$ cat src/lcsm_consts.svh
// Offsets, field positions, reset values and timing counts of the load switch block
// How it works
// - The 4-bit load chain field sets both the short-to-ground threshold and the jump ratio; codes 1-15 mean that many steps, 0 means 16, reset is 8.
// - A host write of one to the load switch start bit launches the multi-load switching routine; the bit resets to zero.
// - The read-only load switch done bit is one only after a successful routine and clears when the start bit is set.
// - The half peak limit bit halves the switch peak overcurrent threshold during multi-load operation; otherwise it stays at full.
// - The amplifier current reduce bit cuts the error amplifier current to a fifth, only while the routine runs.
// - The 8-bit delay code, reset 0x20, sets the routine delay in switching periods, zero shortest and all ones longest.
// - The LED current status reads 00 target to +25%, 01 above +25%, 10 target to -25%, 11 below -25%.
// - The input current status reads 00 for 75-90% of limit, 01 for 90% to limit, 10 for 60-75%, 11 below 60%.
// - A host write of one to the monitor start bit begins the current monitoring routine; the bit resets to zero.
// - The read-only monitor done bit signals the end of monitoring and reads zero until it has completed.
// - The regulation mode readback reads 01 for buck (reset), 10 for boost and 11 for buck-boost.
// - Writes to unimplemented addresses are ignored; reads above the last address return the diagnosis frame, reads below the first return nothing.
`ifndef LCSM_CONSTS_SVH
`define LCSM_CONSTS_SVH

// Register addresses
`define LCSM_ADDR_SETUP 4'h4
`define LCSM_ADDR_DELAY 4'h5
`define LCSM_ADDR_MON 4'h6
`define LCSM_ADDR_REGU 4'h7
`define LCSM_ADDR_LAST 4'h7
`define LCSM_ADDR_FIRST 4'h4

// Field positions
`define LCSM_BIT_DONE 4
`define LCSM_BIT_START 5
`define LCSM_BIT_HALF 6
`define LCSM_BIT_AMP 7

// Reset values
`define LCSM_RST_CHAIN 4'h8
`define LCSM_RST_DELAY 8'h20
`define LCSM_RST_REGU 2'h1

// Status codes
`define LCSM_LED_OK_HI 2'h0
`define LCSM_LED_HIGH 2'h1
`define LCSM_LED_OK_LO 2'h2
`define LCSM_LED_LOW 2'h3
`define LCSM_IN_75_90 2'h0
`define LCSM_IN_90_LIM 2'h1
`define LCSM_IN_60_75 2'h2
`define LCSM_IN_BELOW 2'h3
`define LCSM_MODE_BUCK 2'h1
`define LCSM_MODE_BOOST 2'h2
`define LCSM_MODE_BB 2'h3

// Monitoring window in switching periods
`define LCSM_MON_TICKS 8'h10

`endif

$ cat src/lcsm_pkg.sv
// Types shared by the load switch and current monitor logic
package lcsm_pkg;
	typedef enum logic {LCSM_IDLE, LCSM_RUN} lcsm_state_type;
endpackage

$ cat src/lcsm_sync.sv
// Two flip-flop synchroniser for a group of asynchronous pins
`timescale 1ns/100ps
module lcsm_sync #(
	parameter int WIDTH = 1
) (
	input wire logic clk,
	input wire logic rst_n,
	input wire logic [WIDTH-1:0] din,
	output logic [WIDTH-1:0] dout
);
	logic [WIDTH-1:0] meta_q;
	logic [WIDTH-1:0] meta_d;
	logic [WIDTH-1:0] sync_q;
	logic [WIDTH-1:0] sync_d;

	always_comb begin
		meta_d = din;
		sync_d = meta_q;
	end

	always_ff @(posedge clk or negedge rst_n) begin
		if (!rst_n) begin
			meta_q <= '0;
			sync_q <= '0;
		end else begin
			meta_q <= meta_d;
			sync_q <= sync_d;
		end
	end

	assign dout = sync_q;
endmodule

$ cat src/lcsm_routine.sv
// Routine sequencer: waits a number of switching ticks, reports done or fail
`timescale 1ns/100ps
module lcsm_routine #(
	parameter int CW = 8
) (
	input wire logic clk,
	input wire logic rst_n,
	input wire logic start,
	input wire logic tick,
	input wire logic [CW-1:0] len,
	input wire logic abort,
	output logic busy,
	output logic done,
	output logic fail
);
	lcsm_pkg::lcsm_state_type state_q;
	lcsm_pkg::lcsm_state_type state_d;
	logic [CW-1:0] cnt_q;
	logic [CW-1:0] cnt_d;
	logic done_q;
	logic done_d;
	logic fail_q;
	logic fail_d;

	// A start while running restarts the wait from the new length
	always_comb begin
		state_d = state_q;
		cnt_d = cnt_q;
		done_d = 1'b0;
		fail_d = 1'b0;
		case (state_q)
			lcsm_pkg::LCSM_IDLE: begin
				if (start) begin
					state_d = lcsm_pkg::LCSM_RUN;
					cnt_d = len;
				end
			end
			lcsm_pkg::LCSM_RUN: begin
				if (start) begin
					cnt_d = len;
				end else if (abort) begin
					state_d = lcsm_pkg::LCSM_IDLE;
					fail_d = 1'b1;
				end else if (tick) begin
					if (cnt_q == '0) begin
						state_d = lcsm_pkg::LCSM_IDLE;
						done_d = 1'b1;
					end else begin
						cnt_d = cnt_q - 1'b1;
					end
				end
			end
			default: begin
				state_d = lcsm_pkg::LCSM_IDLE;
			end
		endcase
	end

	always_ff @(posedge clk or negedge rst_n) begin
		if (!rst_n) begin
			state_q <= lcsm_pkg::LCSM_IDLE;
			cnt_q <= '0;
			done_q <= 1'b0;
			fail_q <= 1'b0;
		end else begin
			state_q <= state_d;
			cnt_q <= cnt_d;
			done_q <= done_d;
			fail_q <= fail_d;
		end
	end

	assign busy = (state_q == lcsm_pkg::LCSM_RUN);
	assign done = done_q;
	assign fail = fail_q;
endmodule

$ cat src/lcsm_regs.sv
// Load switch setup, current monitor and regulation readback registers
`timescale 1ns/100ps
`include "lcsm_consts.svh"
module lcsm_regs (
	input wire logic CORE_CLK,
	input wire logic RSTN,
	input wire logic REG_WR,
	input wire logic REG_RD,
	input wire logic [3:0] REG_ADDR,
	input wire logic [7:0] REG_WDATA,
	output logic [7:0] REG_RDATA,
	output logic REG_RDVALID,
	output logic REG_DIAG,
	input wire logic SW_CLK_PIN,
	input wire logic LOAD_FAULT_PIN,
	input wire logic LED_ABOVE_TARGET,
	input wire logic LED_ABOVE_P25,
	input wire logic LED_BELOW_M25,
	input wire logic IN_ABOVE_60,
	input wire logic IN_ABOVE_75,
	input wire logic IN_ABOVE_90,
	input wire logic BUCK_ACTIVE,
	input wire logic BOOST_ACTIVE,
	output logic [4:0] LOAD_CHAIN_STEPS,
	output logic [7:0] LOAD_SWITCH_DELAY_CODE,
	output logic MULTI_LOAD_SWITCHING,
	output logic HALF_PEAK_LIMIT,
	output logic AMP_CURRENT_REDUCE,
	output logic MONITOR_RUN
);
	// ****************************************************************
	// Pin synchronisation
	// ****************************************************************
	logic [9:0] pin_sync;
	logic sw_clk_s;
	logic fault_s;
	logic led_tgt_s;
	logic led_p25_s;
	logic led_m25_s;
	logic in60_s;
	logic in75_s;
	logic in90_s;
	logic buck_s;
	logic boost_s;

	lcsm_sync #(
		.WIDTH(10)
	) u_sync (
		.clk(CORE_CLK),
		.rst_n(RSTN),
		.din({SW_CLK_PIN, LOAD_FAULT_PIN, LED_ABOVE_TARGET, LED_ABOVE_P25,
			LED_BELOW_M25, IN_ABOVE_60, IN_ABOVE_75, IN_ABOVE_90,
			BUCK_ACTIVE, BOOST_ACTIVE}),
		.dout(pin_sync)
	);

	assign {sw_clk_s, fault_s, led_tgt_s, led_p25_s, led_m25_s,
		in60_s, in75_s, in90_s, buck_s, boost_s} = pin_sync;

	// ****************************************************************
	// Switching period enable
	// ****************************************************************
	logic sw_prev_q;
	logic sw_prev_d;
	logic sw_tick;

	// Rising edge of the synchronised switching clock, one cycle wide
	always_comb begin
		sw_prev_d = sw_clk_s;
	end

	always_ff @(posedge CORE_CLK or negedge RSTN) begin
		if (!RSTN) begin
			sw_prev_q <= 1'b0;
		end else begin
			sw_prev_q <= sw_prev_d;
		end
	end

	assign sw_tick = sw_clk_s & ~sw_prev_q;

	// ****************************************************************
	// Register decode
	// ****************************************************************
	logic wr_setup;
	logic wr_delay;
	logic wr_mon;
	logic addr_ok;

	assign addr_ok = (REG_ADDR <= `LCSM_ADDR_LAST);
	// Writes elsewhere decode to nothing and are dropped
	assign wr_setup = REG_WR & (REG_ADDR == `LCSM_ADDR_SETUP);
	assign wr_delay = REG_WR & (REG_ADDR == `LCSM_ADDR_DELAY);
	assign wr_mon = REG_WR & (REG_ADDR == `LCSM_ADDR_MON);

	// ****************************************************************
	// Control and status registers
	// ****************************************************************
	logic [3:0] chain_q;
	logic [3:0] chain_d;
	logic ls_start_q;
	logic ls_start_d;
	logic ls_done_q;
	logic ls_done_d;
	logic half_q;
	logic half_d;
	logic amp_q;
	logic amp_d;
	logic [7:0] delay_q;
	logic [7:0] delay_d;
	logic mon_start_q;
	logic mon_start_d;
	logic mon_done_q;
	logic mon_done_d;
	logic [1:0] led_stat_q;
	logic [1:0] led_stat_d;
	logic [1:0] in_stat_q;
	logic [1:0] in_stat_d;
	logic [1:0] mode_q;
	logic [1:0] mode_d;
	logic ls_busy;
	logic ls_ok;
	logic mon_busy;
	logic mon_ok;
	logic [1:0] led_code;
	logic [1:0] in_code;

	// Comparator ladders to the coded status fields
	always_comb begin
		if (led_p25_s) begin
			led_code = `LCSM_LED_HIGH;
		end else if (led_tgt_s) begin
			led_code = `LCSM_LED_OK_HI;
		end else if (led_m25_s) begin
			led_code = `LCSM_LED_LOW;
		end else begin
			led_code = `LCSM_LED_OK_LO;
		end
		if (in90_s) begin
			in_code = `LCSM_IN_90_LIM;
		end else if (in75_s) begin
			in_code = `LCSM_IN_75_90;
		end else if (in60_s) begin
			in_code = `LCSM_IN_60_75;
		end else begin
			in_code = `LCSM_IN_BELOW;
		end
	end

	always_comb begin
		chain_d = chain_q;
		half_d = half_q;
		amp_d = amp_q;
		delay_d = delay_q;
		ls_start_d = ls_start_q;
		mon_start_d = mon_start_q;
		ls_done_d = ls_done_q;
		mon_done_d = mon_done_q;
		led_stat_d = led_stat_q;
		in_stat_d = in_stat_q;
		mode_d = mode_q;
		// Start bits last one cycle: the sequencer takes them on that edge
		if (ls_start_q) begin
			ls_start_d = 1'b0;
		end
		if (mon_start_q) begin
			mon_start_d = 1'b0;
		end
		if (wr_setup) begin
			chain_d = REG_WDATA[3:0];
			half_d = REG_WDATA[`LCSM_BIT_HALF];
			amp_d = REG_WDATA[`LCSM_BIT_AMP];
			if (REG_WDATA[`LCSM_BIT_START]) begin
				ls_start_d = 1'b1;
				ls_done_d = 1'b0;
			end
		end
		if (wr_delay) begin
			delay_d = REG_WDATA;
		end
		// Only the start bit of the monitor register is writable
		if (wr_mon && REG_WDATA[`LCSM_BIT_START]) begin
			mon_start_d = 1'b1;
			mon_done_d = 1'b0;
		end
		// Completion is set after any clear so that it wins
		if (ls_ok) begin
			ls_done_d = 1'b1;
		end
		if (mon_ok) begin
			mon_done_d = 1'b1;
			led_stat_d = led_code;
			in_stat_d = in_code;
		end
		// No mode pin active keeps the buck reading
		case ({boost_s, buck_s})
			2'h2: mode_d = `LCSM_MODE_BOOST;
			2'h3: mode_d = `LCSM_MODE_BB;
			default: mode_d = `LCSM_MODE_BUCK;
		endcase
	end

	always_ff @(posedge CORE_CLK or negedge RSTN) begin
		if (!RSTN) begin
			chain_q <= `LCSM_RST_CHAIN;
			half_q <= 1'b0;
			amp_q <= 1'b0;
			delay_q <= `LCSM_RST_DELAY;
			ls_start_q <= 1'b0;
			mon_start_q <= 1'b0;
			ls_done_q <= 1'b0;
			mon_done_q <= 1'b0;
			led_stat_q <= `LCSM_LED_OK_HI;
			in_stat_q <= `LCSM_IN_75_90;
			mode_q <= `LCSM_RST_REGU;
		end else begin
			chain_q <= chain_d;
			half_q <= half_d;
			amp_q <= amp_d;
			delay_q <= delay_d;
			ls_start_q <= ls_start_d;
			mon_start_q <= mon_start_d;
			ls_done_q <= ls_done_d;
			mon_done_q <= mon_done_d;
			led_stat_q <= led_stat_d;
			in_stat_q <= in_stat_d;
			mode_q <= mode_d;
		end
	end

	// ****************************************************************
	// Routine sequencers
	// ****************************************************************
	// A fault while switching the loads aborts, leaving done at zero
	lcsm_routine #(
		.CW(8)
	) u_load_switch (
		.clk(CORE_CLK),
		.rst_n(RSTN),
		.start(ls_start_q),
		.tick(sw_tick),
		.len(delay_q),
		.abort(fault_s),
		.busy(ls_busy),
		.done(ls_ok),
		.fail()
	);

	lcsm_routine #(
		.CW(8)
	) u_monitor (
		.clk(CORE_CLK),
		.rst_n(RSTN),
		.start(mon_start_q),
		.tick(sw_tick),
		.len(`LCSM_MON_TICKS),
		.abort(1'b0),
		.busy(mon_busy),
		.done(mon_ok),
		.fail()
	);

	// ****************************************************************
	// Outputs to the power stage
	// ****************************************************************
	logic [4:0] steps_q;
	logic [4:0] steps_d;
	logic [7:0] dly_out_q;
	logic [7:0] dly_out_d;
	logic run_q;
	logic run_d;
	logic half_out_q;
	logic half_out_d;
	logic amp_out_q;
	logic amp_out_d;
	logic mon_run_q;
	logic mon_run_d;

	always_comb begin
		// Code zero is the largest setting
		if (chain_q == 4'h0) begin
			steps_d = 5'h10;
		end else begin
			steps_d = {1'b0, chain_q};
		end
		dly_out_d = delay_q;
		run_d = ls_busy;
		half_out_d = half_q & ls_busy;
		amp_out_d = amp_q & ls_busy;
		mon_run_d = mon_busy;
	end

	always_ff @(posedge CORE_CLK or negedge RSTN) begin
		if (!RSTN) begin
			steps_q <= 5'h08;
			dly_out_q <= `LCSM_RST_DELAY;
			run_q <= 1'b0;
			half_out_q <= 1'b0;
			amp_out_q <= 1'b0;
			mon_run_q <= 1'b0;
		end else begin
			steps_q <= steps_d;
			dly_out_q <= dly_out_d;
			run_q <= run_d;
			half_out_q <= half_out_d;
			amp_out_q <= amp_out_d;
			mon_run_q <= mon_run_d;
		end
	end

	assign LOAD_CHAIN_STEPS = steps_q;
	assign LOAD_SWITCH_DELAY_CODE = dly_out_q;
	assign MULTI_LOAD_SWITCHING = run_q;
	assign HALF_PEAK_LIMIT = half_out_q;
	assign AMP_CURRENT_REDUCE = amp_out_q;
	assign MONITOR_RUN = mon_run_q;

	// ****************************************************************
	// Read path
	// ****************************************************************
	logic [7:0] rdata_q;
	logic [7:0] rdata_d;
	logic rdvalid_q;
	logic rdvalid_d;
	logic diag_q;
	logic diag_d;

	always_comb begin
		rdata_d = 8'h00;
		rdvalid_d = 1'b0;
		diag_d = 1'b0;
		if (REG_RD) begin
			case (REG_ADDR)
				`LCSM_ADDR_SETUP: begin
					rdata_d = {amp_q, half_q, ls_start_q, ls_done_q, chain_q};
					rdvalid_d = 1'b1;
				end
				`LCSM_ADDR_DELAY: begin
					rdata_d = delay_q;
					rdvalid_d = 1'b1;
				end
				`LCSM_ADDR_MON: begin
					rdata_d = {2'h0, mon_start_q, mon_done_q, in_stat_q,
						led_stat_q};
					rdvalid_d = 1'b1;
				end
				`LCSM_ADDR_REGU: begin
					rdata_d = {4'h0, mode_q, 2'h0};
					rdvalid_d = 1'b1;
				end
				default: begin
					// Lower addresses belong to another register block
					diag_d = ~addr_ok;
				end
			endcase
		end
	end

	always_ff @(posedge CORE_CLK or negedge RSTN) begin
		if (!RSTN) begin
			rdata_q <= 8'h00;
			rdvalid_q <= 1'b0;
			diag_q <= 1'b0;
		end else begin
			rdata_q <= rdata_d;
			rdvalid_q <= rdvalid_d;
			diag_q <= diag_d;
		end
	end

	assign REG_RDATA = rdata_q;
	assign REG_RDVALID = rdvalid_q;
	assign REG_DIAG = diag_q;
endmodule

$ cat config.mk
export PLATFORM = sky130hd
export DESIGN_NAME = lcsm_regs
export DESIGN_NICKNAME = d
export VERILOG_FILES = /design/src/lcsm_pkg.sv /design/src/lcsm_sync.sv /design/src/lcsm_routine.sv /design/src/lcsm_regs.sv
export VERILOG_INCLUDE_DIRS = /design/src /design/src/src
export SDC_FILE = /design/constraint.sdc
export NUM_CORES = 1
export LEC_CHECK = 0
export BUFFER_PORTS_ARGS = -buffer_cell sky130_fd_sc_hd__clkbuf_2
export CAP_MARGIN = 20
export CORE_ASPECT_RATIO = 0.8
export CORE_MARGIN = 2
export CORE_UTILIZATION = 35
export CTS_CLUSTER_DIAMETER = 60
export DETAILED_ROUTE_END_ITERATION = 16
export HOLD_SLACK_MARGIN = 0.05
export PLACE_DENSITY_LB_ADDON = 0.3
export SLEW_MARGIN = 25
export SYNTH_ARGS = -nofsm -noshare
export SYNTH_HDL_FRONTEND = slang
export SYNTH_SLANG_ARGS = --single-unit
export TNS_END_PERCENT = 30
$ cat constraint.sdc
create_clock -name CORE_CLK -period 4.6 [get_ports CORE_CLK]
set_input_delay 0.69 -clock CORE_CLK [delete_from_list [all_inputs] [get_ports CORE_CLK]]
set_output_delay 0.69 -clock CORE_CLK [all_outputs]
set_load 0.02 [all_outputs]
==> run metrics <==
layout cells sized above 1=31.6%; R2R cell count=6; RSZ-0062 raised after global routing=no; H-Tree Depth=3; Slew @ Worst Pin=623 ps; status=completed; post-DP HPWL=4.69 mm; core area=9730 µm²; PD cells=524 nW/µm²; Fin Setup TNS=0 ps; Max stage delay on crit path=440 ps; Post-CTS Hold Buffers=0; reg2reg setup slack=2800 ps; initial antenna violation count=0; commonest register cell after synthesis=dfrtp_1; vias in the first global route=2123; synthesis warning total=0; final hold violations=0; final instance area=4220 µm²; Yosys reg bits=92; Final Setup Violations=0; Seq/Total Area, Yosys=65.4%; Site Rows=32; CP arrival=2070 ps; total wire length=6.67 mm; r2r startpoint=u_monitor.cnt_q[0]; clk root buf=clkbuf_16; setup bufs post-CTS=0; Port-buffer cells=52; wire per inst=14.4 µm; Initial DRC Count=89; CP Class=flip-flop to flip-flop; Die Y=93.8 µm; antenna diode count=0; met2 routed WL=2.91 mm; Clock Latency Late Sink=340 ps; RePlAce Congestion=0.759; # clock sinks=92; CP Capture Type=flip-flop; crit path cell chain=inv_1, ha_1, nor3b_2, a21oi_2, or3b_1, a21oi_1; placed cell areas=3930 µm²; f_max=554 MHz; Post-synth EDFFs=0; Congestion Overflow GR=0; chip width=116 µm; CTS clock-pin slew for the worst setup and hold paths=70 ps; Initial Util=36.3%; Resized cells post-CTS=0; Max Fanout on Critical Path=6; clk_skew=6.68 ps; top routing layer in use=met4; min-delay worst type=primary input to asynchronous set/reset pin; dominant cell type by area after synthesis=dfrtp_1; drt drc=0; Nets=351; first-pass GRT wire length=11.2 mm; vias per cell=4.73; # Max-Cap Violations=0; CTS tree=built; Worst R2R End=u_monitor.cnt_q[7]; WL met1=3.29 mm; top post-synthesis cells by area=dfrtp_1 62%, mux2_2 5.1%, dfstp_2 3.7%; largest net degree at the start of global routing=53; min cycle time layout=1800 ps; Critical Path Start=u_monitor.cnt_q[0]; crit start category=flip-flop; Slew headroom=58.4%; Die ar.=10900 µm²; Cell variety after synth=49; drt first pass iters=4; Yosys top cell area share=61.7%; highest-count cells in the layout ignoring fill and taps=87 x dfrtp_1, 51 x clkbuf_2, 25 x nor2_1; ANT nets after route=0; Slowest-stage cell, CP=dfrtp_1; Post-Syn Area per Cell=13.2 µm²; cell area after synthesis=3530 µm²; crit share post-route=39.2%; Final Max Tran Viols=0; commonest non-fill, non-tap cell in the layout=dfrtp_1; P&R area growth vs syn=19.6%; wire length on met3=395 µm; VDD IR max=0.204 mV; Mapped Nets=298; Num CTS Buffers=9; IO Count=53; Tot GR Track Use=13.8%; Leak Pwr=1.94 nW; worst endpoint required time=4870 ps; Syn Inst Count=268; Bufs on Longest Clock Path=2; via count=2185; Fillers=905; Async S/R FF share, synth=100%
-- final cells by class --
cell class | instances | area, µm² | area share (%)
Tap cell | 136 | 170 | 4.03
Clock buffer | 12 | 246 | 5.84
Inverter | 9 | 33.8 | 0.800
Sequential cell | 92 | 2310 | 54.7
Clock inverter | 4 | 50.0 | 1.19
Timing Repair Buffer | 53 | 270 | 6.40
Multi-Input combinational cell | 156 | 1140 | 27.1
-- synth_stat cells (all sizes together) (2+ instances only) --
library cell  count
nand2b            3
nor3              6
a21oi            12
mux4              2
nor4              5
dfstp             5
and2              3
o211ai            2
a211oi            4
nor2             25
nand3b            3
nand3             3
nor3b             3
o21ai             9
inv               9
or3b              2
or4               2
or3               2
nand2            12
buf               2
a31o              2
xnor2             5
dfrtp            87
mux2             16
nor2b             7
xor2              3
mux2i             8
ha                4
a31oi             2
nor4b             2
a21o              2
clkbuf            9
-- worst max-delay path: cells and delay by family, from the launching register on --
family | cells | cell delay (ps)
buf+inv | 1 | 90
fa+ha+maj | 1 | 200
compound gates | 2 | 430
flops | 1 | 440
simple gates | 2 | 570
-- power by group --
| part | switching (W) | internal (W) | total (W) |
|---|---|---|---|
| logic | 0.000207 | 0.000182 | 0.000389 |
| registers | 0.000137 | 0.000958 | 0.00110 |
| clock network | 0.000292 | 0.000435 | 0.000727 |
| total | 0.000636 | 0.00157 | 0.00221 |
-- worst max-delay path by stage --
| stage | cells past startpoint | slack [ps] | end |
|---|---|---|---|
| final | 6 | 2800 | u_monitor.cnt_q[7] |
| after CTS | 6 | 2790 | u_monitor.cnt_q[7] |
| after global routing | 6 | 2630 | u_monitor.cnt_q[7] |
| after floorplan | 3 | 2860 | amp_q |
| after detailed placement | 4 | 2510 | chain_q[0] |
| after global placement | 4 | 2580 | chain_q[2] |
-- routing by layer --
layer	vias up	track usage, %
li1	1034	-
met1	1082	20.0
met2	60	18.9
met3	9	5.74
met4	0	3.57
met5	-	0
-- cells by family after synthesis --
logic type | count (synthesis) | share of synthesized area [%]
AO/OA/AOI/OAI | 36 | 6.60
adder cells (fa/ha/maj) | 4 | 1.42
AND/OR/NAND/NOR | 82 | 13.7
flip-flops | 92 | 65.4
XOR/XNOR | 8 | 1.99
multiplexers | 26 | 8.65
buffers and inverters | 20 | 2.20
-- flip-flops by register name, indices dropped and copies added, names as in the netlist, 4 cells and up --
register	flops
u_monitor.cnt_q	8
u_sync.meta_q	10
REG_RDATA	8
LOAD_CHAIN_STEPS	5
delay_q	8
u_load_switch.cnt_q	8
LOAD_SWITCH_DELAY_CODE	8
chain_q	4
u_sync.dout	10
-- per-stage QoR --
| stage | power, W | hold WS [ps] | cells | util, % | setup WS [ps] |
|---|---|---|---|---|---|
| after floorplan | 0.00136 | 331 | 268 | - | 2860 |
| after global placement | 0.00149 | 333 | 446 | 40.3 | 2580 |
| after detailed placement | 0.00150 | 335 | 446 | 40.3 | 2510 |
| after CTS | 0.00224 | 327 | 462 | 43.4 | 2790 |
| after global routing | 0.00234 | 352 | 462 | 43.4 | 2630 |
| final | 0.00221 | 312 | 462 | 43.4 | 2800 |
Power figures use the tool's default switching activity.
